--- config.mk ---
export PLATFORM = sky130hd
export DESIGN_NAME = twr_ctrl
export DESIGN_NICKNAME = d
export VERILOG_FILES = /design/src/verilog/twr_pkg.sv /design/src/verilog/twr_sync.sv /design/src/verilog/twr_ctrl.sv
export VERILOG_INCLUDE_DIRS = /design/src /design/src/verilog
export SDC_FILE = /design/constraint.sdc
export NUM_CORES = 1
export LEC_CHECK = 0
export ABC_AREA = 1
export BUFFER_PORTS_ARGS = -buffer_cell sky130_fd_sc_hd__buf_2
export CORE_MARGIN = 2
export CORE_UTILIZATION = 40
export CTS_CLUSTER_DIAMETER = 40
export DETAILED_ROUTE_END_ITERATION = 10
export SETUP_SLACK_MARGIN = 0.05
export SYNTH_ARGS = -nofsm -noshare
export SYNTH_HDL_FRONTEND = slang
export SYNTH_SLANG_ARGS = --single-unit
export TNS_END_PERCENT = 50
--- constraint.sdc ---
create_clock -name CLOCK -period 2.2 [get_ports CLOCK]
set_clock_uncertainty 0.05 [all_clocks]
set_input_delay 0.44 -clock CLOCK [delete_from_list [all_inputs] [get_ports CLOCK]]
set_output_delay 0.44 -clock CLOCK [all_outputs]
set_load 0.01 [all_outputs]
--- src/verilog/twr_consts.svh ---
// Timing constants for the repeater-side bus controller
`ifndef TWR_CONSTS_SVH
`define TWR_CONSTS_SVH

// System clock period, ns
`define TWR_CLK_NS      5
// Least half period of the serial clock at the 400 kHz ceiling, ns
`define TWR_HALF_NS     1250
// Least time from enable to a start condition, ns
`define TWR_SET_NS      100
// Least times rounded up to whole system clock cycles
`define TWR_HALF_CYC    ((`TWR_HALF_NS + `TWR_CLK_NS - 1) / `TWR_CLK_NS)
`define TWR_SET_CYC     ((`TWR_SET_NS + `TWR_CLK_NS - 1) / `TWR_CLK_NS)
// Data moves this fraction of the way into the clock low phase
`define TWR_DATA_DIV    2
// Bits per byte frame, acknowledge included
`define TWR_FRAME_BITS  9
// Reset values
`define TWR_EN_RST      1'b0
`define TWR_LINE_LOW    1'b0

`endif

--- src/verilog/twr_pkg.sv ---
// Types shared by the repeater-side bus controller
package twr_pkg;

    typedef enum logic [1:0] {
        TWR_CMD_START = 2'h0,
        TWR_CMD_WRITE = 2'h1,
        TWR_CMD_READ  = 2'h2,
        TWR_CMD_STOP  = 2'h3
    } twr_cmd_t;

    typedef enum logic [2:0] {
        TWR_S_IDLE  = 3'h0,
        TWR_S_START = 3'h1,
        TWR_S_HOLD  = 3'h3,
        TWR_S_BLOW  = 3'h2,
        TWR_S_BHIGH = 3'h6,
        TWR_S_STOPA = 3'h7,
        TWR_S_STOPB = 3'h5,
        TWR_S_RSTA  = 3'h4
    } twr_state_t;

endpackage

--- src/verilog/twr_sync.sv ---
// Two-flop synchroniser for pin inputs
`timescale 1ns/1ps
module twr_sync #(
    parameter int W = 2
) (
    input  wire logic         clk,
    input  wire logic         nrst,
    input  wire logic [W-1:0] d,
    output logic      [W-1:0] q
);

    logic [W-1:0] meta_q;

    always_ff @(posedge clk or negedge nrst) begin
        if (!nrst) begin
            meta_q <= {W{1'b1}};
            q      <= {W{1'b1}};
        end else begin
            meta_q <= d;
            q      <= meta_q;
        end
    end

endmodule

--- src/verilog/twr_ctrl.sv ---
// Bus controller and enable manager facing a two-wire bus repeater
`timescale 1ns/1ps
`include "twr_consts.svh"
module twr_ctrl #(
    parameter int HALF_CYC = `TWR_HALF_CYC,
    parameter int SET_CYC  = `TWR_SET_CYC
) (
    input  wire logic             CLOCK,
    input  wire logic             NRST,
    input  wire logic             REQ_EN,
    input  wire logic             CMD_VALID,
    input  wire twr_pkg::twr_cmd_t CMD,
    input  wire logic [7:0]       CMD_DATA,
    input  wire logic             CMD_NACK,
    output logic                  READY,
    output logic                  DONE,
    output logic                  STAT_ERR,
    output logic                  STAT_LOST,
    output logic [7:0]            RD_DATA,
    output logic                  ACK_RX,
    output logic                  BUS_BUSY,
    output logic                  REPEATER_EN,
    input  wire logic             CLOCK_LINE_I,
    output logic                  CLOCK_LINE_O,
    output logic                  CLOCK_LINE_OE,
    input  wire logic             DATA_LINE_I,
    output logic                  DATA_LINE_O,
    output logic                  DATA_LINE_OE
);
    import twr_pkg::*;

    localparam logic [8:0] HALF_M1 = 9'(HALF_CYC - 1);
    localparam logic [7:0] SET_MAX = 8'(SET_CYC);
    localparam logic [3:0] LAST_BIT = 4'(`TWR_FRAME_BITS - 1);
    localparam logic [8:0] DATA_AT = 9'(HALF_CYC / `TWR_DATA_DIV);

    logic       scl_s;
    logic       sda_s;
    logic       scl_p_q;
    logic       sda_p_q;
    logic       busy_q;
    logic       en_q;
    logic [7:0] set_cnt_q;
    logic       settled;
    logic       ready_q;
    logic       accept;
    twr_state_t state_q;
    logic       phase_q;
    logic [8:0] cnt_q;
    logic [3:0] bit_q;
    logic [8:0] tx_q;
    logic [8:0] own_q;
    logic [8:0] rx_q;
    logic       scl_oe_q;
    logic       sda_oe_q;
    logic       zero_q;
    logic       done_q;
    logic       err_q;
    logic       lost_q;
    logic [7:0] rd_q;
    logic       ack_q;
    logic       wait_high;
    logic       half_done;
    logic       lose;
    logic [8:0] rx_d;

    ////////////////////////////////////////////////////////////////////
    // Pin sampling and bus activity

    twr_sync #(
        .W (2)
    ) u_sync (
        .clk  (CLOCK),
        .nrst (NRST),
        .d    ({CLOCK_LINE_I, DATA_LINE_I}),
        .q    ({scl_s, sda_s})
    );

    always_ff @(posedge CLOCK or negedge NRST) begin
        if (!NRST) begin
            scl_p_q <= 1'b1;
            sda_p_q <= 1'b1;
        end else begin
            scl_p_q <= scl_s;
            sda_p_q <= sda_s;
        end
    end

    // Start sets busy, stop clears it; start wins
    always_ff @(posedge CLOCK or negedge NRST) begin
        if (!NRST) begin
            busy_q <= 1'b0;
        end else if (scl_s && scl_p_q && sda_p_q && !sda_s) begin
            busy_q <= 1'b1;
        end else if (scl_s && scl_p_q && !sda_p_q && sda_s) begin
            busy_q <= 1'b0;
        end
    end

    ////////////////////////////////////////////////////////////////////
    // Repeater enable and start setup time

    always_ff @(posedge CLOCK or negedge NRST) begin
        if (!NRST) begin
            en_q <= `TWR_EN_RST;
        end else if (state_q == TWR_S_IDLE && !busy_q && !CMD_VALID) begin
            en_q <= REQ_EN;
        end
    end

    always_ff @(posedge CLOCK or negedge NRST) begin
        if (!NRST) begin
            set_cnt_q <= 8'h00;
        end else if (!en_q) begin
            set_cnt_q <= 8'h00;
        end else if (set_cnt_q != SET_MAX) begin
            set_cnt_q <= set_cnt_q + 8'h01;
        end
    end

    assign settled = en_q && (set_cnt_q == SET_MAX);

    ////////////////////////////////////////////////////////////////////
    // Command handshake

    assign accept = CMD_VALID && ready_q;

    always_ff @(posedge CLOCK or negedge NRST) begin
        if (!NRST) begin
            ready_q <= 1'b0;
        end else if (accept) begin
            ready_q <= 1'b0;
        end else if (state_q == TWR_S_IDLE) begin
            ready_q <= settled && !busy_q && (REQ_EN == en_q);
        end else begin
            ready_q <= (state_q == TWR_S_HOLD);
        end
    end

    ////////////////////////////////////////////////////////////////////
    // Bit engine

    // Clock stretching: high time counts only once the line is high
    assign wait_high = (state_q == TWR_S_BHIGH)
                    || (state_q == TWR_S_RSTA && phase_q)
                    || (state_q == TWR_S_STOPB && !phase_q);
    assign half_done = (cnt_q == HALF_M1) && !(wait_high && !scl_s);
    assign lose      = (state_q == TWR_S_BHIGH) && scl_s && own_q[8]
                    && tx_q[8] && !sda_s;
    assign rx_d      = {rx_q[7:0], sda_s};

    always_ff @(posedge CLOCK or negedge NRST) begin
        if (!NRST) begin
            cnt_q <= 9'h000;
        end else if (state_q == TWR_S_IDLE || state_q == TWR_S_HOLD
                     || half_done || lose) begin
            cnt_q <= 9'h000;
        end else if (!(wait_high && !scl_s)) begin
            cnt_q <= cnt_q + 9'h001;
        end
    end

    always_ff @(posedge CLOCK or negedge NRST) begin
        if (!NRST) begin
            state_q  <= TWR_S_IDLE;
            phase_q  <= 1'b0;
            bit_q    <= 4'h0;
            tx_q     <= 9'h1ff;
            own_q    <= 9'h000;
            rx_q     <= 9'h000;
            scl_oe_q <= 1'b0;
            sda_oe_q <= 1'b0;
            done_q   <= 1'b0;
            err_q    <= 1'b0;
            lost_q   <= 1'b0;
            rd_q     <= 8'h00;
            ack_q    <= 1'b0;
        end else begin
            done_q <= 1'b0;
            unique case (state_q)
                TWR_S_IDLE: begin
                    scl_oe_q <= 1'b0;
                    sda_oe_q <= 1'b0;
                    if (accept && CMD == TWR_CMD_START) begin
                        state_q  <= TWR_S_START;
                        sda_oe_q <= 1'b1;
                    end else if (accept) begin
                        done_q <= 1'b1;
                        err_q  <= 1'b1;
                        lost_q <= 1'b0;
                    end
                end
                TWR_S_START: begin
                    if (half_done) begin
                        scl_oe_q <= 1'b1;
                        state_q  <= TWR_S_HOLD;
                        done_q   <= 1'b1;
                        err_q    <= 1'b0;
                        lost_q   <= 1'b0;
                    end
                end
                TWR_S_HOLD: begin
                    if (accept) begin
                        bit_q   <= 4'h0;
                        phase_q <= 1'b0;
                        unique case (CMD)
                            TWR_CMD_START: begin
                                state_q  <= TWR_S_RSTA;
                                sda_oe_q <= 1'b0;
                            end
                            TWR_CMD_WRITE: begin
                                state_q  <= TWR_S_BLOW;
                                tx_q     <= {CMD_DATA, 1'b1};
                                own_q    <= 9'h1fe;
                            end
                            TWR_CMD_READ: begin
                                state_q  <= TWR_S_BLOW;
                                tx_q     <= {8'hff, CMD_NACK};
                                own_q    <= 9'h001;
                            end
                            TWR_CMD_STOP: begin
                                state_q  <= TWR_S_STOPA;
                                sda_oe_q <= 1'b1;
                            end
                        endcase
                    end
                end
                TWR_S_BLOW: begin
                    // Data moves mid-low, well after the far clock fell
                    if (cnt_q == DATA_AT) begin
                        sda_oe_q <= !tx_q[8];
                    end
                    if (half_done) begin
                        scl_oe_q <= 1'b0;
                        state_q  <= TWR_S_BHIGH;
                    end
                end
                TWR_S_BHIGH: begin
                    if (lose) begin
                        // Arbitration lost: let go of both lines
                        scl_oe_q <= 1'b0;
                        sda_oe_q <= 1'b0;
                        state_q  <= TWR_S_IDLE;
                        done_q   <= 1'b1;
                        err_q    <= 1'b0;
                        lost_q   <= 1'b1;
                    end else if (half_done) begin
                        rx_q     <= rx_d;
                        tx_q     <= {tx_q[7:0], 1'b1};
                        own_q    <= {own_q[7:0], 1'b0};
                        scl_oe_q <= 1'b1;
                        bit_q    <= bit_q + 4'h1;
                        if (bit_q == LAST_BIT) begin
                            state_q <= TWR_S_HOLD;
                            done_q  <= 1'b1;
                            err_q   <= 1'b0;
                            lost_q  <= 1'b0;
                            rd_q    <= rx_d[8:1];
                            ack_q   <= !rx_d[0];
                        end else begin
                            state_q  <= TWR_S_BLOW;
                        end
                    end
                end
                TWR_S_RSTA: begin
                    if (half_done && !phase_q) begin
                        phase_q  <= 1'b1;
                        scl_oe_q <= 1'b0;
                    end else if (half_done) begin
                        phase_q  <= 1'b0;
                        sda_oe_q <= 1'b1;
                        state_q  <= TWR_S_START;
                    end
                end
                TWR_S_STOPA: begin
                    if (half_done) begin
                        scl_oe_q <= 1'b0;
                        phase_q  <= 1'b0;
                        state_q  <= TWR_S_STOPB;
                    end
                end
                TWR_S_STOPB: begin
                    if (half_done && !phase_q) begin
                        phase_q  <= 1'b1;
                        sda_oe_q <= 1'b0;
                    end else if (half_done) begin
                        phase_q <= 1'b0;
                        state_q <= TWR_S_IDLE;
                        done_q  <= 1'b1;
                        err_q   <= 1'b0;
                        lost_q  <= 1'b0;
                    end
                end
                default: begin
                    state_q <= TWR_S_IDLE;
                end
            endcase
        end
    end

    // Open-drain: the driven level is always low
    always_ff @(posedge CLOCK or negedge NRST) begin
        if (!NRST) begin
            zero_q <= `TWR_LINE_LOW;
        end else begin
            zero_q <= `TWR_LINE_LOW;
        end
    end

    ////////////////////////////////////////////////////////////////////
    // Outputs

    assign READY         = ready_q;
    assign DONE          = done_q;
    assign STAT_ERR      = err_q;
    assign STAT_LOST     = lost_q;
    assign RD_DATA       = rd_q;
    assign ACK_RX        = ack_q;
    assign BUS_BUSY      = busy_q;
    assign REPEATER_EN   = en_q;
    assign CLOCK_LINE_O  = zero_q;
    assign CLOCK_LINE_OE = scl_oe_q;
    assign DATA_LINE_O   = zero_q;
    assign DATA_LINE_OE  = sda_oe_q;

    ////////////////////////////////////////////////////////////////////
    // Checks

    logic [8:0] low_cnt_q;

    always_ff @(posedge CLOCK or negedge NRST) begin
        if (!NRST) begin
            low_cnt_q <= 9'h000;
        end else if (!scl_oe_q) begin
            low_cnt_q <= 9'h000;
        end else if (low_cnt_q != 9'h1ff) begin
            low_cnt_q <= low_cnt_q + 9'h001;
        end
    end
endmodule

Yosys cells after proc, flatten, opt, wreduce, memory -nomap -nowiden
Index checks and enable logic that the tools add are counted.

Bits in registers: 74. Input bits: 17.

$add $sub $neg: 3. Equality and inequality tests: 40. Multiplexer cells: 74. Bitwise gates (word level): 1. Reductions and logical operators: 54.

Operators with widths (number): $mux 9 (8); $pmux 9 s2 (4); $mux 1 (36); $mux 3 (11); $ne 2x2->1 const B (14); $pmux 3 s8 (1); $logic_and 1x1->1 (21); $mux 8 (2); $eq 3x3->1 const B (4); $mux 4 (3); $ne 2x1->1 const B (6); $pmux 1 s4 (3); $reduce_and 10->1 (1); $add 9x1->9 const B (1); $eq 9x7->1 const B (1); $eq 9x8->1 const B (1); $pmux 3 s3 (1); $add 8x1->8 const B (1); $eq 8x5->1 const B (1); $logic_not 1->1 (8); $ne 8x5->1 const B (1); $pmux 4 s2 (1); $reduce_and 4->1 (2); $reduce_and 8->1 (1); other kinds (28) (39).

Logic depth before layout (Yosys ltp)
Word-level depth: 10. Depth in mapped cells: 14. Mapped depth without buffers: 14.

Cells and area by module
A second synthesis with hierarchy kept.

Cells, all modules: 512. Area total of the unflattened synthesis: 4047.6 um^2.

By module, submodules not included: twr_ctrl (instances 1, cells an instance 508, area an instance 3942.5 um^2); twr_sync (instances 1, cells an instance 4, area an instance 105.1 um^2).

Least setup slack after synthesis
No wires, ideal clock.

Path type: register to register. Start: register state_q[0]. End: register state_q[1]. Setup time: 128 ps. Data arrival time: 1851 ps. Required time: 2022 ps. Slack: 172 ps. Stages on the path, launching flop included: 15. Period minus slack after synthesis: 2028 ps. Path through: dfrtp_1 buf_4 nor2_1 nand3_1 nand3_2 nand2_4 nand2_4 inv_4 ha_1 inv_1 nor2_1 nor3_1 nand2_1 nand2_1 o21ai_0.

Longest elaborated chain between the ends: 10.

Ends and longest elaborated chain: start: declaration (line twr_ctrl.sv:47) `twr_state_t state_q;`; start signal: assignment (line twr_ctrl.sv:165) `state_q <= TWR_S_IDLE;`; start signal: assignment (line twr_ctrl.sv:185) `state_q <= TWR_S_START;`; start signal: assignment (line twr_ctrl.sv:196) `state_q <= TWR_S_HOLD;`; $eq 3x3->1 (line twr_ctrl.sv:145, twr_ctrl.sv:180); $logic_and 1x1->1 (line twr_ctrl.sv:145) `|| (state_q == TWR_S_RSTA && phase_q)`; $logic_or 1x1->1 (line twr_ctrl.sv:145); $logic_or 1x1->1 (line twr_ctrl.sv:146) `|| (state_q == TWR_S_STOPB && !phase_q);`; $logic_and 1x1->1 (line twr_ctrl.sv:147) `assign half_done = (cnt_q == HALF_M1) && !(wait_high && !scl_s);`; $logic_not 1->1; $logic_and 1x1->1 (line twr_ctrl.sv:147); $logic_and 1x1->1 (line twr_ctrl.sv:266, twr_ctrl.sv:283); $ne 2x2->1 (no source line); $reduce_and 10->1 (no source line).

Several ways; a longest one is shown, not always the timed one. A chain may end at the register's enable or synchronous reset.

Worst setup path in the final report
Start: register cnt_q[0]. End: register state_q[1].

Longest elaborated chain between the ends: 5.

Ends and longest elaborated chain: start: declaration (line twr_ctrl.sv:49) `logic [8:0] cnt_q;`; start signal: assignment (line twr_ctrl.sv:159) `cnt_q <= cnt_q + 9'h001;`; $eq 9x8->1 (*) (line twr_ctrl.sv:147); $logic_and 1x1->1 (*) (line twr_ctrl.sv:147); $logic_and 1x1->1 (line twr_ctrl.sv:266, twr_ctrl.sv:283); $ne 2x2->1 (no source line); $reduce_and 10->1 (no source line) (*); end signal: assignment (line twr_ctrl.sv:272) `state_q <= TWR_S_START;`; end signal: assignment (line twr_ctrl.sv:279) `state_q <= TWR_S_STOPB;`; end signal: assignment (line twr_ctrl.sv:288) `state_q <= TWR_S_IDLE;`.

Mark *: on every way between the ends. The rest lies on a longest branch, timed or not.

==> flow_metrics.py <==
metrics = {
    "power": {
        "power_mw": 2.71,
        "ir_drop_mv": 0.296,
        "power.leakage_nw": 2.17,
        "power_density_nw_per_um2": 596,
    },
    "global_route": {
        "grt_max_degree": 39,
        "grt_pass1_wl_mm": 14.4,
        "globalRouteOverflowTotal": 0,
        "antenna_found_initial": 0,
        "gr-usage-met1_pct": 23.6,
        "grt_pass1_vias": 3067,
        "met2_usage_pct": 26.4,
        "grt.total_usage_pct": 17.1,
        "busiest_layer": "met2",
        "use_met3_pct": 4.91,
    },
    "clock_network": {
        "clockBufferDepth": 2,
        "worstSkewPairLatency_ps": 350,
        "cts_root_buf": "clkbuf_8",
        "cts_sinks": 74,
        "clk_pin_slew_worst_paths_ps": 90,
        "cts_inserted_buffers": 9,
        "cts_tree": "yes",
        "h-tree-depth": 3,
    },
    "synth": {
        "synthTopCellsByCount": "nand2_1, dfrtp_1, inv_1, nor2_1, nand3_1",
        "avgSynthCellArea_um2": 8.35,
        "synth.area.top_cells": "dfrtp_1, nand2_1, dfstp_2, ha_1, inv_1",
        "ys_ff_latch": 74,
        "synth_top_cell_by_area": "dfrtp_1",
        "syn_area_um2": 3960,
        "yosys_most_used_dff": "dfrtp_1",
        "synthCells": 474,
        "yosysUniqueCellTypes": 39,
        "synth_top_area_share_pct": 37.3,
        "async_reset_ff_share_pct": 100,
        "yosysSeqAreaShare_pct": 47.3,
        "yosysMostFrequentCell": "nand2_1",
        "synth-edff-count": 0,
        "yosysWarnings": 0,
    },
    "placement": {
        "post_dp_cell_area_um2": 4310,
        "io_buffers": 33,
        "place_inst": 640,
        "place.gp.congestion": 0.960,
        "dp_worst_setup_slack_ps": 152,
        "dp_hpwl_mm": 6.14,
    },
    "critical_path": {
        "critPathCaptureType": "flip-flop",
        "slowest_delay_ps": 430,
        "path_cells": "ha_1 -> inv_1 -> nor2_2 -> and3_4 -> nand2_4 -> inv_4 -> ha_1 -> inv_1 -> nor2_1 -> nor3_2 -> nand2_2 -> nand2_1 -> o21ai_0",
        "setup.worst_path.class": "reg -> reg",
        "rrSetupSlack_ps": 210,
        "arrival_ps": 2160,
        "worstPathRequired_ps": 2370,
        "startpoint_type": "flip-flop",
        "cp-startpoint": "cnt_q[0]",
        "r2r_start": "cnt_q[0]",
        "cp_max_fo": 6,
        "cpMaxStageDelayCell": "dfrtp_1",
    },
    "floorplan": {
        "fp.coreArea_um2": 9680,
        "fp.dieH_um": 103,
        "initial_core_util_pct": 40.9,
        "die_w_um": 103,
        "rows": 36,
        "die_area_um2": 10700,
        "ios": 36,
    },
    "layout": {
        "fillers": 987,
        "diodes": 0,
        "final_area_um2": 4540,
        "final_util_pct": 46.8,
        "final-seq-area_um2": 1870,
        "final_cell_count_no_fill": 656,
        "area_growth_pct": 14.6,
        "drive_gt1_share_pct": 20.1,
        "layout.nets": 551,
        "multi_input_area_um2": 1810,
    },
    "drt": {
        "wl_per_cell_um": 12.8,
        "route.detailed.drc": 0,
        "vias_per_cell": 4.98,
        "ant_nets": 0,
        "drt_iter0_drc": 153,
        "drtPass1Iterations": 4,
        "drt-total-wl_mm": 8.42,
        "vias": 3269,
    },
    "timing": {
        "layout_setup_ws_ps": 212,
        "finalSetupViolCount": 0,
        "final_max_slew_viol_count": 0,
        "clock.fmax_ghz": 0.503,
        "totalNegativeSetupSlack_ps": 0,
        "holdWs_ps": 1.56,
        "worst_slew_pin_slew_ps": 517,
        "min_period_over_period_pct": 90.4,
        "finalHoldViolCount": 0,
        "min_period_ps": 1990,
        "rsz0062_at_grt": "false",
        "timing.slew.headroom_pct": 65.4,
    },
    "status": {
        "status": "finished, final reports clean",
    },
    "hold_path": {
        "hp-class": "in -> async",
    },
    "job": {
        "cap_violations": 0,
    },
}
==> sequential cells by signal, summed over array words and instances, names as in the netlist, 2 cells and up <==
register / flops
set_cnt_q: 8
state_q: 3
u_sync.meta_q: 2
u_sync.q: 2
rx_q: 8
RD_DATA: 8
cnt_q: 9
tx_q: 9
bit_q: 4
own_q: 9
==> cell families (layout without fill, tap and decap cells) <==
kind of cell / after synthesis / count (layout) / share of synthesized area (%)
adder cells (fa/ha/maj): 16 / 16 / 5.06
buffers and inverters: 67 / 115 / 7.49
flip-flops: 74 / 74 / 47.3
XOR/XNOR: 3 / 3 / 0.664
AND/OR/NAND/NOR: 251 / 251 / 30.0
other: 1 / 2 / 0.0947
AO/OA/AOI/OAI: 62 / 62 / 9.48
==> routing by layer <==
layer	share of wire, %	vias to the layer above
li1	-	1665
met1	48	1532
met2	46	63
met3	4.5	9
met4	1.2	0
met5	0	-
==> final cells by class <==
cell class,count,area share (%)
Sequential cell,74,41.3
Multi-Input combinational cell,334,39.9
Timing Repair Buffer,46,6.12
Inverter,53,4.44
Tap cell,133,3.67
Clock buffer,9,2.73
Clock inverter,7,1.85
==> worst max-delay path, delay by kind of cell, from the launching register on <==
kind            cells  cell delay (ps)
fa+ha+maj           2              400
simple gates        7              740
flops               1              430
compound gates      1               70
buf+inv             3              180
==> layout by cell type (no fill, tap or decap), types with 3 or more instances in the layout <==
cell type  Yosys  routed
nor3_1        15      14
nand2_1      127     126
dfrtp_1       59      57
o21ai_0       25      25
nand3_1       28      28
dfstp_2       15      15
nand2_4        6       6
inv_6          0       4
nand4_1       25      25
ha_1          16      16
nor2_2         2       3
o22a_1         8       8
o21ai_1        9       9
clkbuf_8       0       9
inv_1         50      50
buf_4          4      13
buf_2          4      32
nor2_1        33      32
a21oi_1        9       9
xor2_1         3       3
nand3_2        3       3
nand2_2        2       3
==> power by group <==
part	internal [mW]	leakage, nW	switching [mW]
sequential	1.39	0.961	0.0286
combinational	0.0606	1.10	0.101
clock	0.548	0.103	0.575
total	2.00	2.17	0.705
==> path summary, 6_finish.rpt <==
path	endpoint	cells after the start
worst max-delay path	state_q[1]	13
worst max register to register	state_q[1]	13
worst min register to register	u_sync.q[1]	0
worst min-delay path	DONE	1
min in group CLOCK	u_sync.meta_q[1]	1
max in group asynchronous	state_q[0]	2
==> timing repair <==
| action | in CTS | in global routing |
|---|---|---|
| endpoints found under the hold margin | 0 | 0 |
| setup endpoints to repair | 0 | 13 |
| buffers inserted | 0 | 0 |
| gates resized for setup | 0 | 7 |
| hold buffers | 0 | 0 |
Note: power is estimated with default switching activity, not from simulation.
